**src/nirq_defs.vh**
```
`ifndef NIRQ_DEFS_VH
`define NIRQ_DEFS_VH

// Register offsets
`define NIRQ_OFF_MASK_TF 8'h17
`define NIRQ_OFF_MASK_EW 8'h18
`define NIRQ_OFF_MASK_TR 8'h19
`define NIRQ_OFF_MAIN 8'h1a
`define NIRQ_OFF_TF 8'h1b
`define NIRQ_OFF_EW 8'h1c
`define NIRQ_OFF_TR 8'h1d

// Reset values
`define NIRQ_MASK_RST 8'h00
`define NIRQ_STAT_RST 8'h00

// Timer/field status bits
`define NIRQ_TF_CMD_DONE 7
`define NIRQ_TF_NRT 6
`define NIRQ_TF_GPT 5
`define NIRQ_TF_FIELD_ON 4
`define NIRQ_TF_FIELD_OFF 3
`define NIRQ_TF_CA_COLL 2
`define NIRQ_TF_CA_GUARD 1
`define NIRQ_TF_RATE 0

// Error/wake-up status bits
`define NIRQ_EW_CRC 7
`define NIRQ_EW_PAR 6
`define NIRQ_EW_SOFT 5
`define NIRQ_EW_HARD 4
`define NIRQ_EW_WTO 3
`define NIRQ_EW_AMP 2
`define NIRQ_EW_PHASE 1
`define NIRQ_EW_CAP 0

// Target responder status bits
`define NIRQ_TR_FON_WAIT 7
`define NIRQ_TR_SLOT_LOW 6
`define NIRQ_TR_P2P_ON 5
`define NIRQ_TR_AUTO_RSP 4
`define NIRQ_TR_FRATE 3
`define NIRQ_TR_RSVD 2
`define NIRQ_TR_ACT_STAR 1
`define NIRQ_TR_ACT 0

// Reserved bit of the target responder status never sets
`define NIRQ_TR_IMPL 8'hfb

`endif

```
**src/nirq_status_regs.v**
```verilog
// Contract
// - Timer/field and target status registers return flags on read, then clear.
// - Error/wake-up register clears after the main interrupt register is read.
// - Timer/field bits 7,6,5: command done, no-response timer, general timer.
// - Bit 4 external field rises above level; bit 3 falls below.
// - Timer/field bit 2 sets on collision during collision avoidance.
// - Bit 1 sets after guard time when own field switched on.
// - Timer/field bit 0 sets when target mode recognises initiator bit rate.
// - Error bit 5 sets on soft framing error.
// - Error bit 4 sets on hard framing error.
// - Error bit 3 sets per wake-up timeout when every-timeout option selected.
// - Error bits 2,1,0: amplitude, phase, capacitance delta over reference.
// - Target bit 7 sets on second field-on wait timer interrupt.
// - Target bit 6 sets when four unused slot numbers remain.
// - Target bit 5 sets after clean collision avoidance and field turned on.
// - Target bit 4 sets on automatic anticollision or polling response.
// - Target bit 3 sets after automatic polling response at 212/424 kb/s.
// - Target bit 1 sets when the starred active state is reached.
// - Target bit 0 sets when the plain active state is reached.
// - A mask bit of one keeps its status bit from raising the request.
`timescale 1ns/1ps
`default_nettype none
`include "nirq_defs.vh"

module nirq_status_regs #(
    parameter WIDTH = 8
) (
    input wire MCLK,
    input wire RST,
    input wire [7:0] ADDR,
    input wire [WIDTH-1:0] WDATA,
    input wire WR,
    input wire RD,
    output reg [WIDTH-1:0] RDATA,
    input wire CMD_DONE,
    input wire NRT_EXPIRE,
    input wire GPT_EXPIRE,
    input wire FIELD_ON,
    input wire FIELD_OFF,
    input wire CA_COLLISION,
    input wire CA_GUARD_DONE,
    input wire RATE_FOUND,
    input wire CRC_ERR,
    input wire PARITY_ERR,
    input wire SOFT_FRAME_ERR,
    input wire HARD_FRAME_ERR,
    input wire WAKEUP_TIMEOUT,
    input wire WAKEUP_EVERY_TIMEOUT,
    input wire AMP_OVER_REF,
    input wire PHASE_OVER_REF,
    input wire CAP_OVER_REF,
    input wire FIELD_ON_WAIT_TIMER,
    input wire SLOT_NUMBER_LOW,
    input wire P2P_FIELD_ON,
    input wire AUTO_RESPONSE_SENT,
    input wire FRATE_RESPONSE_SENT,
    input wire STARRED_ACTIVE,
    input wire PLAIN_ACTIVE,
    output reg IRQ
);

    // Latched flags
    reg [WIDTH-1:0] tf_q;
    reg [WIDTH-1:0] ew_q;
    reg [WIDTH-1:0] tr_q;
    wire [WIDTH-1:0] tf_d;
    wire [WIDTH-1:0] ew_d;
    wire [WIDTH-1:0] tr_d;

    // Mask registers
    reg [WIDTH-1:0] mask_tf_q;
    reg [WIDTH-1:0] mask_ew_q;
    reg [WIDTH-1:0] mask_tr_q;
    wire [WIDTH-1:0] mask_tf_d;
    wire [WIDTH-1:0] mask_ew_d;
    wire [WIDTH-1:0] mask_tr_d;

    // Events, pending flags and the request
    wire [WIDTH-1:0] tf_ev;
    wire [WIDTH-1:0] ew_ev;
    wire [WIDTH-1:0] tr_ev;
    wire [WIDTH-1:0] tr_impl;
    wire [WIDTH-1:0] tf_pend;
    wire [WIDTH-1:0] ew_pend;
    wire [WIDTH-1:0] tr_pend;
    wire tf_any;
    wire ew_any;
    wire tr_any;
    reg irq_d;

    // Register port decode
    reg [WIDTH-1:0] rdata_d;
    wire rd_tf;
    wire rd_ew_clr;
    wire rd_tr;
    wire wr_mask_tf;
    wire wr_mask_ew;
    wire wr_mask_tr;

    assign tf_ev[`NIRQ_TF_CMD_DONE] = CMD_DONE;
    assign tf_ev[`NIRQ_TF_NRT] = NRT_EXPIRE;
    assign tf_ev[`NIRQ_TF_GPT] = GPT_EXPIRE;
    assign tf_ev[`NIRQ_TF_FIELD_ON] = FIELD_ON;
    assign tf_ev[`NIRQ_TF_FIELD_OFF] = FIELD_OFF;
    assign tf_ev[`NIRQ_TF_CA_COLL] = CA_COLLISION;
    assign tf_ev[`NIRQ_TF_CA_GUARD] = CA_GUARD_DONE;
    assign tf_ev[`NIRQ_TF_RATE] = RATE_FOUND;

    assign ew_ev[`NIRQ_EW_CRC] = CRC_ERR;
    assign ew_ev[`NIRQ_EW_PAR] = PARITY_ERR;
    assign ew_ev[`NIRQ_EW_SOFT] = SOFT_FRAME_ERR;
    assign ew_ev[`NIRQ_EW_HARD] = HARD_FRAME_ERR;
    // Only the every-timeout option reports each timeout
    assign ew_ev[`NIRQ_EW_WTO] = WAKEUP_TIMEOUT & WAKEUP_EVERY_TIMEOUT;
    assign ew_ev[`NIRQ_EW_AMP] = AMP_OVER_REF;
    assign ew_ev[`NIRQ_EW_PHASE] = PHASE_OVER_REF;
    assign ew_ev[`NIRQ_EW_CAP] = CAP_OVER_REF;

    assign tr_ev[`NIRQ_TR_FON_WAIT] = FIELD_ON_WAIT_TIMER;
    assign tr_ev[`NIRQ_TR_SLOT_LOW] = SLOT_NUMBER_LOW;
    assign tr_ev[`NIRQ_TR_P2P_ON] = P2P_FIELD_ON;
    assign tr_ev[`NIRQ_TR_AUTO_RSP] = AUTO_RESPONSE_SENT;
    assign tr_ev[`NIRQ_TR_FRATE] = FRATE_RESPONSE_SENT;
    assign tr_ev[`NIRQ_TR_RSVD] = 1'b0;
    assign tr_ev[`NIRQ_TR_ACT_STAR] = STARRED_ACTIVE;
    assign tr_ev[`NIRQ_TR_ACT] = PLAIN_ACTIVE;

    assign rd_tf = RD && (ADDR == `NIRQ_OFF_TF);
    assign rd_tr = RD && (ADDR == `NIRQ_OFF_TR);
    // Main register lives elsewhere; its read address still clears this one
    assign rd_ew_clr = RD && (ADDR == `NIRQ_OFF_MAIN);

    assign wr_mask_tf = WR && (ADDR == `NIRQ_OFF_MASK_TF);
    assign wr_mask_ew = WR && (ADDR == `NIRQ_OFF_MASK_EW);
    assign wr_mask_tr = WR && (ADDR == `NIRQ_OFF_MASK_TR);
    // Reserved target bit is tied off in both the flag and its mask
    assign tr_impl = `NIRQ_TR_IMPL;

    genvar i;
    generate
        for (i = 0; i < WIDTH; i = i + 1) begin : g_bit
            reg tf_nx;
            reg ew_nx;
            reg tr_nx;
            reg mtf_nx;
            reg mew_nx;
            reg mtr_nx;
            reg tf_pn;
            reg ew_pn;
            reg tr_pn;

            // Set beats clear: an event in the clearing read cycle stays latched
            always @* begin
                tf_nx = tf_q[i];
                if (rd_tf) begin
                    tf_nx = 1'b0;
                end
                if (tf_ev[i]) begin
                    tf_nx = 1'b1;
                end
            end

            always @* begin
                ew_nx = ew_q[i];
                if (rd_ew_clr) begin
                    ew_nx = 1'b0;
                end
                if (ew_ev[i]) begin
                    ew_nx = 1'b1;
                end
            end

            always @* begin
                tr_nx = tr_q[i];
                if (rd_tr) begin
                    tr_nx = 1'b0;
                end
                if (tr_ev[i]) begin
                    tr_nx = 1'b1;
                end
                // Reserved bit never latches
                if (!tr_impl[i]) begin
                    tr_nx = 1'b0;
                end
            end

            always @* begin
                mtf_nx = mask_tf_q[i];
                if (wr_mask_tf) begin
                    mtf_nx = WDATA[i];
                end
            end

            always @* begin
                mew_nx = mask_ew_q[i];
                if (wr_mask_ew) begin
                    mew_nx = WDATA[i];
                end
            end

            always @* begin
                mtr_nx = mask_tr_q[i];
                if (wr_mask_tr) begin
                    mtr_nx = WDATA[i] & tr_impl[i];
                end
            end

            // Masked flags are still latched; only the request is held back
            always @* begin
                tf_pn = tf_d[i] & ~mask_tf_q[i];
                ew_pn = ew_d[i] & ~mask_ew_q[i];
                tr_pn = tr_d[i] & ~mask_tr_q[i];
            end

            assign tf_d[i] = tf_nx;
            assign ew_d[i] = ew_nx;
            assign tr_d[i] = tr_nx;
            assign mask_tf_d[i] = mtf_nx;
            assign mask_ew_d[i] = mew_nx;
            assign mask_tr_d[i] = mtr_nx;
            assign tf_pend[i] = tf_pn;
            assign ew_pend[i] = ew_pn;
            assign tr_pend[i] = tr_pn;
        end
    endgenerate

    // Idle and unmapped reads return zero so no stale value lingers on the bus
    always @* begin
        rdata_d = {WIDTH{1'b0}};
        if (RD) begin
            case (ADDR)
                `NIRQ_OFF_MASK_TF: begin
                    rdata_d = mask_tf_q;
                end
                `NIRQ_OFF_MASK_EW: begin
                    rdata_d = mask_ew_q;
                end
                `NIRQ_OFF_MASK_TR: begin
                    rdata_d = mask_tr_q;
                end
                `NIRQ_OFF_TF: begin
                    rdata_d = tf_q;
                end
                `NIRQ_OFF_EW: begin
                    rdata_d = ew_q;
                end
                `NIRQ_OFF_TR: begin
                    rdata_d = tr_q;
                end
                default: begin
                    // Main register address lands here and reads zero
                    rdata_d = {WIDTH{1'b0}};
                end
            endcase
        end
    end

    assign tf_any = |tf_pend;
    assign ew_any = |ew_pend;
    assign tr_any = |tr_pend;

    // Computed from next state so the request drops together with the clear
    always @* begin
        irq_d = 1'b0;
        if (tf_any) begin
            irq_d = 1'b1;
        end
        if (ew_any) begin
            irq_d = 1'b1;
        end
        if (tr_any) begin
            irq_d = 1'b1;
        end
    end

    // Flag and mask registers
    always @(posedge MCLK) begin
        if (RST) begin
            tf_q <= `NIRQ_STAT_RST;
        end else begin
            tf_q <= tf_d;
        end
    end

    always @(posedge MCLK) begin
        if (RST) begin
            ew_q <= `NIRQ_STAT_RST;
        end else begin
            ew_q <= ew_d;
        end
    end

    always @(posedge MCLK) begin
        if (RST) begin
            tr_q <= `NIRQ_STAT_RST;
        end else begin
            tr_q <= tr_d;
        end
    end

    always @(posedge MCLK) begin
        if (RST) begin
            mask_tf_q <= `NIRQ_MASK_RST;
        end else begin
            mask_tf_q <= mask_tf_d;
        end
    end

    always @(posedge MCLK) begin
        if (RST) begin
            mask_ew_q <= `NIRQ_MASK_RST;
        end else begin
            mask_ew_q <= mask_ew_d;
        end
    end

    always @(posedge MCLK) begin
        if (RST) begin
            mask_tr_q <= `NIRQ_MASK_RST;
        end else begin
            mask_tr_q <= mask_tr_d;
        end
    end

    // Outputs come straight from flops
    always @(posedge MCLK) begin
        if (RST) begin
            RDATA <= {WIDTH{1'b0}};
        end else begin
            RDATA <= rdata_d;
        end
    end

    always @(posedge MCLK) begin
        if (RST) begin
            IRQ <= 1'b0;
        end else begin
            IRQ <= irq_d;
        end
    end

endmodule // nirq_status_regs
`default_nettype wire

```
**config.mk**
```make
export PLATFORM = sky130hd
export DESIGN_NAME = nirq_status_regs
export DESIGN_NICKNAME = d
export VERILOG_FILES = /design/src/nirq_status_regs.v
export VERILOG_INCLUDE_DIRS = /design/src /design/src/src
export SDC_FILE = /design/constraint.sdc
export NUM_CORES = 1
export LEC_CHECK = 0
export BUFFER_PORTS_ARGS = -buffer_cell sky130_fd_sc_hd__buf_2
export CELL_PAD_IN_SITES_DETAIL_PLACEMENT = 1
export CELL_PAD_IN_SITES_GLOBAL_PLACEMENT = 1
export CORE_MARGIN = 2
export CORE_UTILIZATION = 40
export DETAILED_ROUTE_END_ITERATION = 10
export PLACE_DENSITY_LB_ADDON = 0.2
export RECOVER_POWER = 25
export SLEW_MARGIN = 20
export SYNTH_ARGS = -nofsm -noshare
export SYNTH_HDL_FRONTEND = slang
export SYNTH_SLANG_ARGS = --single-unit
```
**constraint.sdc**
```tcl
create_clock -name MCLK -period 2.45 [get_ports MCLK]
set_input_delay 0.49 -clock MCLK [delete_from_list [all_inputs] [get_ports MCLK]]
set_output_delay 0.49 -clock MCLK [all_outputs]
set_load 0.05 [all_outputs]
```
==> flow_summary.ini, run 1 <==
[layout]
n_antenna_cell = 0
synthToLayoutAreaGrowth_pct = 16.6
final_util_pct = 48.8
layout-drive-gt1-share_pct = 19.8
fin_nets = 397

[global_route]
busiest_layer = met2
grt_pass1_wl_um = 12500
first_global_vias = 2424
grt_max_degree = 26
globalRoute.totalOverflow = 0
use_met3_pct = 3.38
grt_use_met1_pct = 29.3
grtUsageMet2_pct = 39.7
antenna_found_initial = 0
grt_usage_pct = 22.8

[cts]
clk_latency_ns = 0.31
clock_sinks = 55
cts_made_buffers = 5
post_cts_buffers = 0
cts_tree = yes
clockBufferDepth = 2
hold_buffers = 0
htreeDepth = 2
cts_resized = 0
clkSlewWorstSetupHoldPaths_ns = 0.10
cts_root_buf = clkbuf_8

[setup_path]
arrival_ns = 2.21
critPathMaxFanout = 9
critPathCaptureType = register
crit_chain = buf_2 -> nor4b_1 -> buf_4 -> nand3_1 -> a221o_1 -> o41a_1
critPathBufInv = 2
worstPathRequired_ns = 2.65
cpLargestDelayFamily = compound AO/OA/AOI/OAI gates
slowest_delay_ns = 0.43
path_class = in2reg
start_kind = input pin
slowest_stage = a221o_1

[sta]
relSlewSlack_pct = 60.5
finalSetupTns_ns = 0
grt_setup_unrepaired = false
fmax_mhz = 498
fin_ws_ns = 0.440
hold_viol = 0
min_period_ns = 2.01
drv_slew = 0
setup_viol = 0
tightest_slew_ns = 0.595
fin_crit_sh_pct = 82.0
clock_skew_ns = 0.00820

[power_and_ir_drop]
pwr-share-clk_pct = 33.3
power.total_mw = 1.67
leakage_nw = 1.20
seqPwrFrac_pct = 56.6
peakVddDrop_mv = 0.310
p_comb_share_pct = 10.1
internal_power_mw = 1.25
switching_share_pct = 25.3
p_sw_uw = 422
powerDensity_nw_per_um2 = 571

[die]
fp.dieW_um = 83.2
core_um2 = 5990
start_util_pct = 41.9
ios = 53
num_rows = 28
fp.dieH_um = 83.2
dieArea_um2 = 6920

[logic_synthesis]
syn_nets = 343
synth.most_common_cell = nor2_1
synth_edf_count = 0
synthFlopType = dfxtp_1
yosysTopAreaCell = dfxtp_1
yosysWarnings = 0
synthAdderAreaFrac_pct = 0
netlist_area_um2 = 2510
synth-simple-area-share_pct = 23.6
syn_area_per_cell_um2 = 8.39
synth-seq-area-share_pct = 43.9
netlist_instances = 299
synth_top_family_by_area = simple AND/OR/NAND/NOR gates
synth-compound-area-share_pct = 21.4
synth_top_area_share_pct = 43.9
synthTopCellsByCount = nor2_1 (56), dfxtp_1 (55), a21oi_1 (40)
synthArstFlopShare_pct = 0
ys_ff_latch = 55
ys_types = 39
synth_xor_area_share_pct = 0
netlist_top_cells_area = dfxtp_1 (44%), nor2_1 (8.4%), a21oi_1 (8.0%)
synth_mux_area_share_pct = 5.99

[detailed_routing]
vias_per_cell = 5.74
wl_per_cell_um = 18.3
drt-initial-drc-count = 216
drt_pass1_iterations = 6
wl_um = 7870
num_vias = 2462
drc_errors = 0
antenna_left = 0

[run]
maxCapViolations = 0

[placed_design]
hpwl_um = 6110
dp_slack_ns = 0.199
gp_congestion = 0.860
io_buffers = 52

[min_path]
hold_class = in2reg

[status]
status = finished, final reports clean
-- power groups by stage --
stage               Combinational [mW]  Sequential, mW  Clock, mW
floorplan                       0.0878           0.961          0
global placement                 0.166           0.964          0
detailed placement               0.171           0.965          0
CTS                              0.172           0.944      0.579
global route                     0.188           0.949      0.609
finish                           0.169           0.944      0.556
-- area by class of cell --
class | count | area (µm²)
multi-input combinational | 216 | 1250
clock inverter | 1 | 7.51
sequential | 55 | 1100
timing repair buffer | 62 | 325
inverter | 13 | 48.8
fill | 752 | 3070
clock buffer | 7 | 96.3
tap | 75 | 93.8
-- cells in the final DEF (no fill, tap or decap), types with 2 or more instances in the layout --
cell type  Yosys  routed
mux2i_1       15      15
o221ai_1       3       3
o22ai_1       13      13
clkbuf_1       9       6
buf_2          3      47
o21ai_0        9       9
a22oi_1        8       8
and3_1         2       2
nor2_1        56      56
nand2_1       20      20
a21oi_1       40      40
a222oi_1       7       7
clkbuf_8       0       7
buf_4          1       9
inv_1         13      13
dfxtp_1       55      55
nand2b_1       5       5
nand3_1       16      17
nor2b_1        2       2
-- registers in the layout (all words and copies together), names as in the netlist --
name	count
mask_ew_q	8
mask_tf_q	8
RDATA	8
mask_tr_q	7
tr_q	7
ew_q	8
tf_q	8
IRQ	1
-- per-layer routing --
metal,part of all wire [%],vias to the layer above
met4,2.0,0
met5,0,-
met2,49,75
met3,4.6,13
met1,45,1196
li1,-,1178
-- kinds of logic after synthesis --
family          Yosys count
flops                    55
compound gates           86
simple gates            115
mux                      15
buf+inv                  28
-- tightest hold or removal path, stage by stage --
cell and delay [ns]:
buf_2 0.08, a21oi_1 0.04, nor2_1 0.07
-- per-stage QoR --
stage          cells  area (µm²)  hold WS (ns)
2_1_floorplan    299        2510         0.449
3_3_place_gp     421        2860         0.467
3_5_place_dp     421        2860         0.490
4_1_cts          429        2960         0.404
5_1_grt          429        2930         0.400
6_report         429        2930         0.409
-- path summary, 6_finish.rpt --
kind,startpoint,end,slack (ns),cells past startpoint
worst min-delay path,AUTO_RESPONSE_SENT,tr_q[4],0.41,3
worst max register to register,tf_q[2],IRQ,0.60,5
worst max-delay path,ADDR[5],IRQ,0.44,6
worst min register to register,ew_q[3],ew_q[3],0.50,2
Note: power is estimated with default switching activity, not from simulation.
==> run 2: changes to the inputs <==
--- a/config.mk
+++ b/config.mk
@@ -10,7 +10,7 @@
 export CELL_PAD_IN_SITES_DETAIL_PLACEMENT = 1
 export CELL_PAD_IN_SITES_GLOBAL_PLACEMENT = 1
 export CORE_MARGIN = 2
-export CORE_UTILIZATION = 40
+export CORE_UTILIZATION = 36
 export DETAILED_ROUTE_END_ITERATION = 10
 export PLACE_DENSITY_LB_ADDON = 0.2
 export RECOVER_POWER = 25
==> constraint.sdc (replaced) <==
create_clock -name MCLK -period 1.7 [get_ports MCLK]
set_input_delay 0.34 -clock MCLK [delete_from_list [all_inputs] [get_ports MCLK]]
set_output_delay 0.34 -clock MCLK [all_outputs]
set_load 0.05 [all_outputs]
==> run 2 against run 1 <==
Compared with the run above:
- the run now ends with setup timing left
- combinational power is 89% higher
- via count is 5.8% higher
- sequential cell count is the same
- critical path depth down 1
- setup slack got worse by 0.52 ns
- critical path type is now reg2reg
- largest cell class unchanged
- largest power group unchanged
- highest routed layer unchanged
==> flow_summary.ini, run 2 (synthesis results as in run 1) <==
[cts]
clkSlewWorstSetupHoldPaths_ns = 0.10
htreeDepth = 2
cts_made_buffers = 5
clockBufferDepth = 2
clk_latency_ns = 0.31
cts_tree = yes
cts_root_buf = clkbuf_8
clock_sinks = 55

[detailed_routing]
drt-initial-drc-count = 183
drc_errors = 0
wl_um = 8640
drt_pass1_iterations = 5
wl_per_cell_um = 17.9
antenna_left = 0
num_vias = 2605
vias_per_cell = 5.40

[die]
start_util_pct = 37.1
num_rows = 30
core_um2 = 6760
ios = 53
fp.dieW_um = 87.5
dieArea_um2 = 7650
fp.dieH_um = 87.5

[setup_path]
rr_startpoint = tf_q[7]
critPathCaptureType = register
worstPathRequired_ns = 1.90
arrival_ns = 1.97
slowest_delay_ns = 0.51
critPathBufInv = 0
start_kind = register
path_class = reg2reg
cpLargestDelayFamily = compound AO/OA/AOI/OAI gates
critPathMaxFanout = 2
crit_chain = nor2_1 -> o22ai_1 -> or4_1 -> a221o_1 -> o41a_1
critPathLaunch = tf_q[7]
slowest_stage = or4_1

[power_and_ir_drop]
power.total_mw = 2.40
powerDensity_nw_per_um2 = 718
leakage_nw = 1.43
peakVddDrop_mv = 0.306

[sta]
hold_viol = 0
grt_setup_unrepaired = true
min_period_ns = 1.78
fmax_mhz = 563
holdWs_ns = 0.271
relSlewSlack_pct = 60.7
setup_viol = 1
drv_slew = 0
finalSetupTns_ns = -0.0756
clock_skew_ns = 0.00308
fin_ws_ns = -0.0756
fin_crit_sh_pct = 104
tightest_slew_ns = 0.592

[min_path]
worstHoldStart = AMP_OVER_REF
hold_class = in2reg

[global_route]
antenna_found_initial = 0
grt_pass1_wl_um = 13300
first_global_vias = 2612
globalRoute.totalOverflow = 0
grt_max_degree = 31
grt_usage_pct = 22.9

[status]
status = finished, violations left
failed_checks = setup timing

[placed_design]
dp_slack_ns = -0.314
gp_congestion = 0.862
hpwl_um = 6760
io_buffers = 52

[layout]
layout_commonest_cell = buf_4
fin_nets = 445
final_cell_mix = buf_4 (55), nor2_1 (51), dfxtp_1 (49), buf_2 (43), a21oi_1 (40)
layout-drive-gt1-share_pct = 31.1
n_antenna_cell = 0
synthToLayoutAreaGrowth_pct = 33.0

[run]
maxCapViolations = 0
[run 2: cell types whose count changed in the layout (fill, tap and decap cells not counted), moves of 2 or more]
cell / previous run / this run
clkbuf_8: 7 / 5
dfxtp_2: 0 / 6
nor2_2: 0 / 3
nor2_4: 0 / 2
clkbuf_1: 6 / 12
buf_2: 47 / 43
buf_4: 9 / 55
nor2_1: 56 / 51
dfxtp_1: 55 / 49
[run 2: report_power, final]
| part | leakage, nW | total [mW] | internal [mW] | switching, mW |
|---|---|---|---|---|
| Sequential | 0.452 | 1.36 | 1.33 | 0.0308 |
| Combinational | 0.932 | 0.319 | 0.148 | 0.171 |
| Clock | 0.0422 | 0.715 | 0.291 | 0.424 |
[run 2: final timing paths]
kind	cells past startpoint	slack (ns)	endpoint
setup / recovery	5	-0.08	IRQ
hold / removal	3	0.27	ew_q[2]
setup reg to reg	5	-0.08	IRQ
hold reg to reg	2	0.50	ew_q[3]
[run 2: area by class of cell]
class / count / area, µm²
well taps: 80 / 100
inverters: 13 / 48.8
multi-input cells: 216 / 1300
clock inverters: 1 / 5.00
clock buffers: 7 / 76.3
repair buffers: 110 / 697
flip-flops and latches: 55 / 1110
fillers: 846 / 3420
[run 2: per-layer routing]
layer,global-route usage (%),vias up,share of wire [%]
li1,-,1276,-
met1,29.1,1235,44
met2,39.9,80,49
met3,3.70,14,4.6
met4,6.57,0,2.2
met5,0,-,0
[run 2: repair_timing]
| action | 4_1_cts | 5_1_grt |
|---|---|---|
| endpoints found under the setup margin | 1 | 9 |
| resized for setup | 9 | 6 |
| pin swaps | 7 | 5 |
| buffers inserted | 1 | 0 |
| hold buffers | 0 | 0 |
[run 2: worst reg2reg max path, cell delays in order, from the launching register on]
cell,delay [ns]
dfxtp_1,0.33
nor2_1,0.12
o22ai_1,0.09
or4_1,0.51
a221o_1,0.32
o41a_1,0.31
[run 2: stage by stage]
stage          cells  utilization, %  area (µm²)
2_1_floorplan    299               -        2510
5_1_grt          482            49.4        3340
3_3_place_gp     473            47.8        3230
4_1_cts          482            49.4        3340
3_5_place_dp     473            47.8        3230
6_report         482            49.4        3340
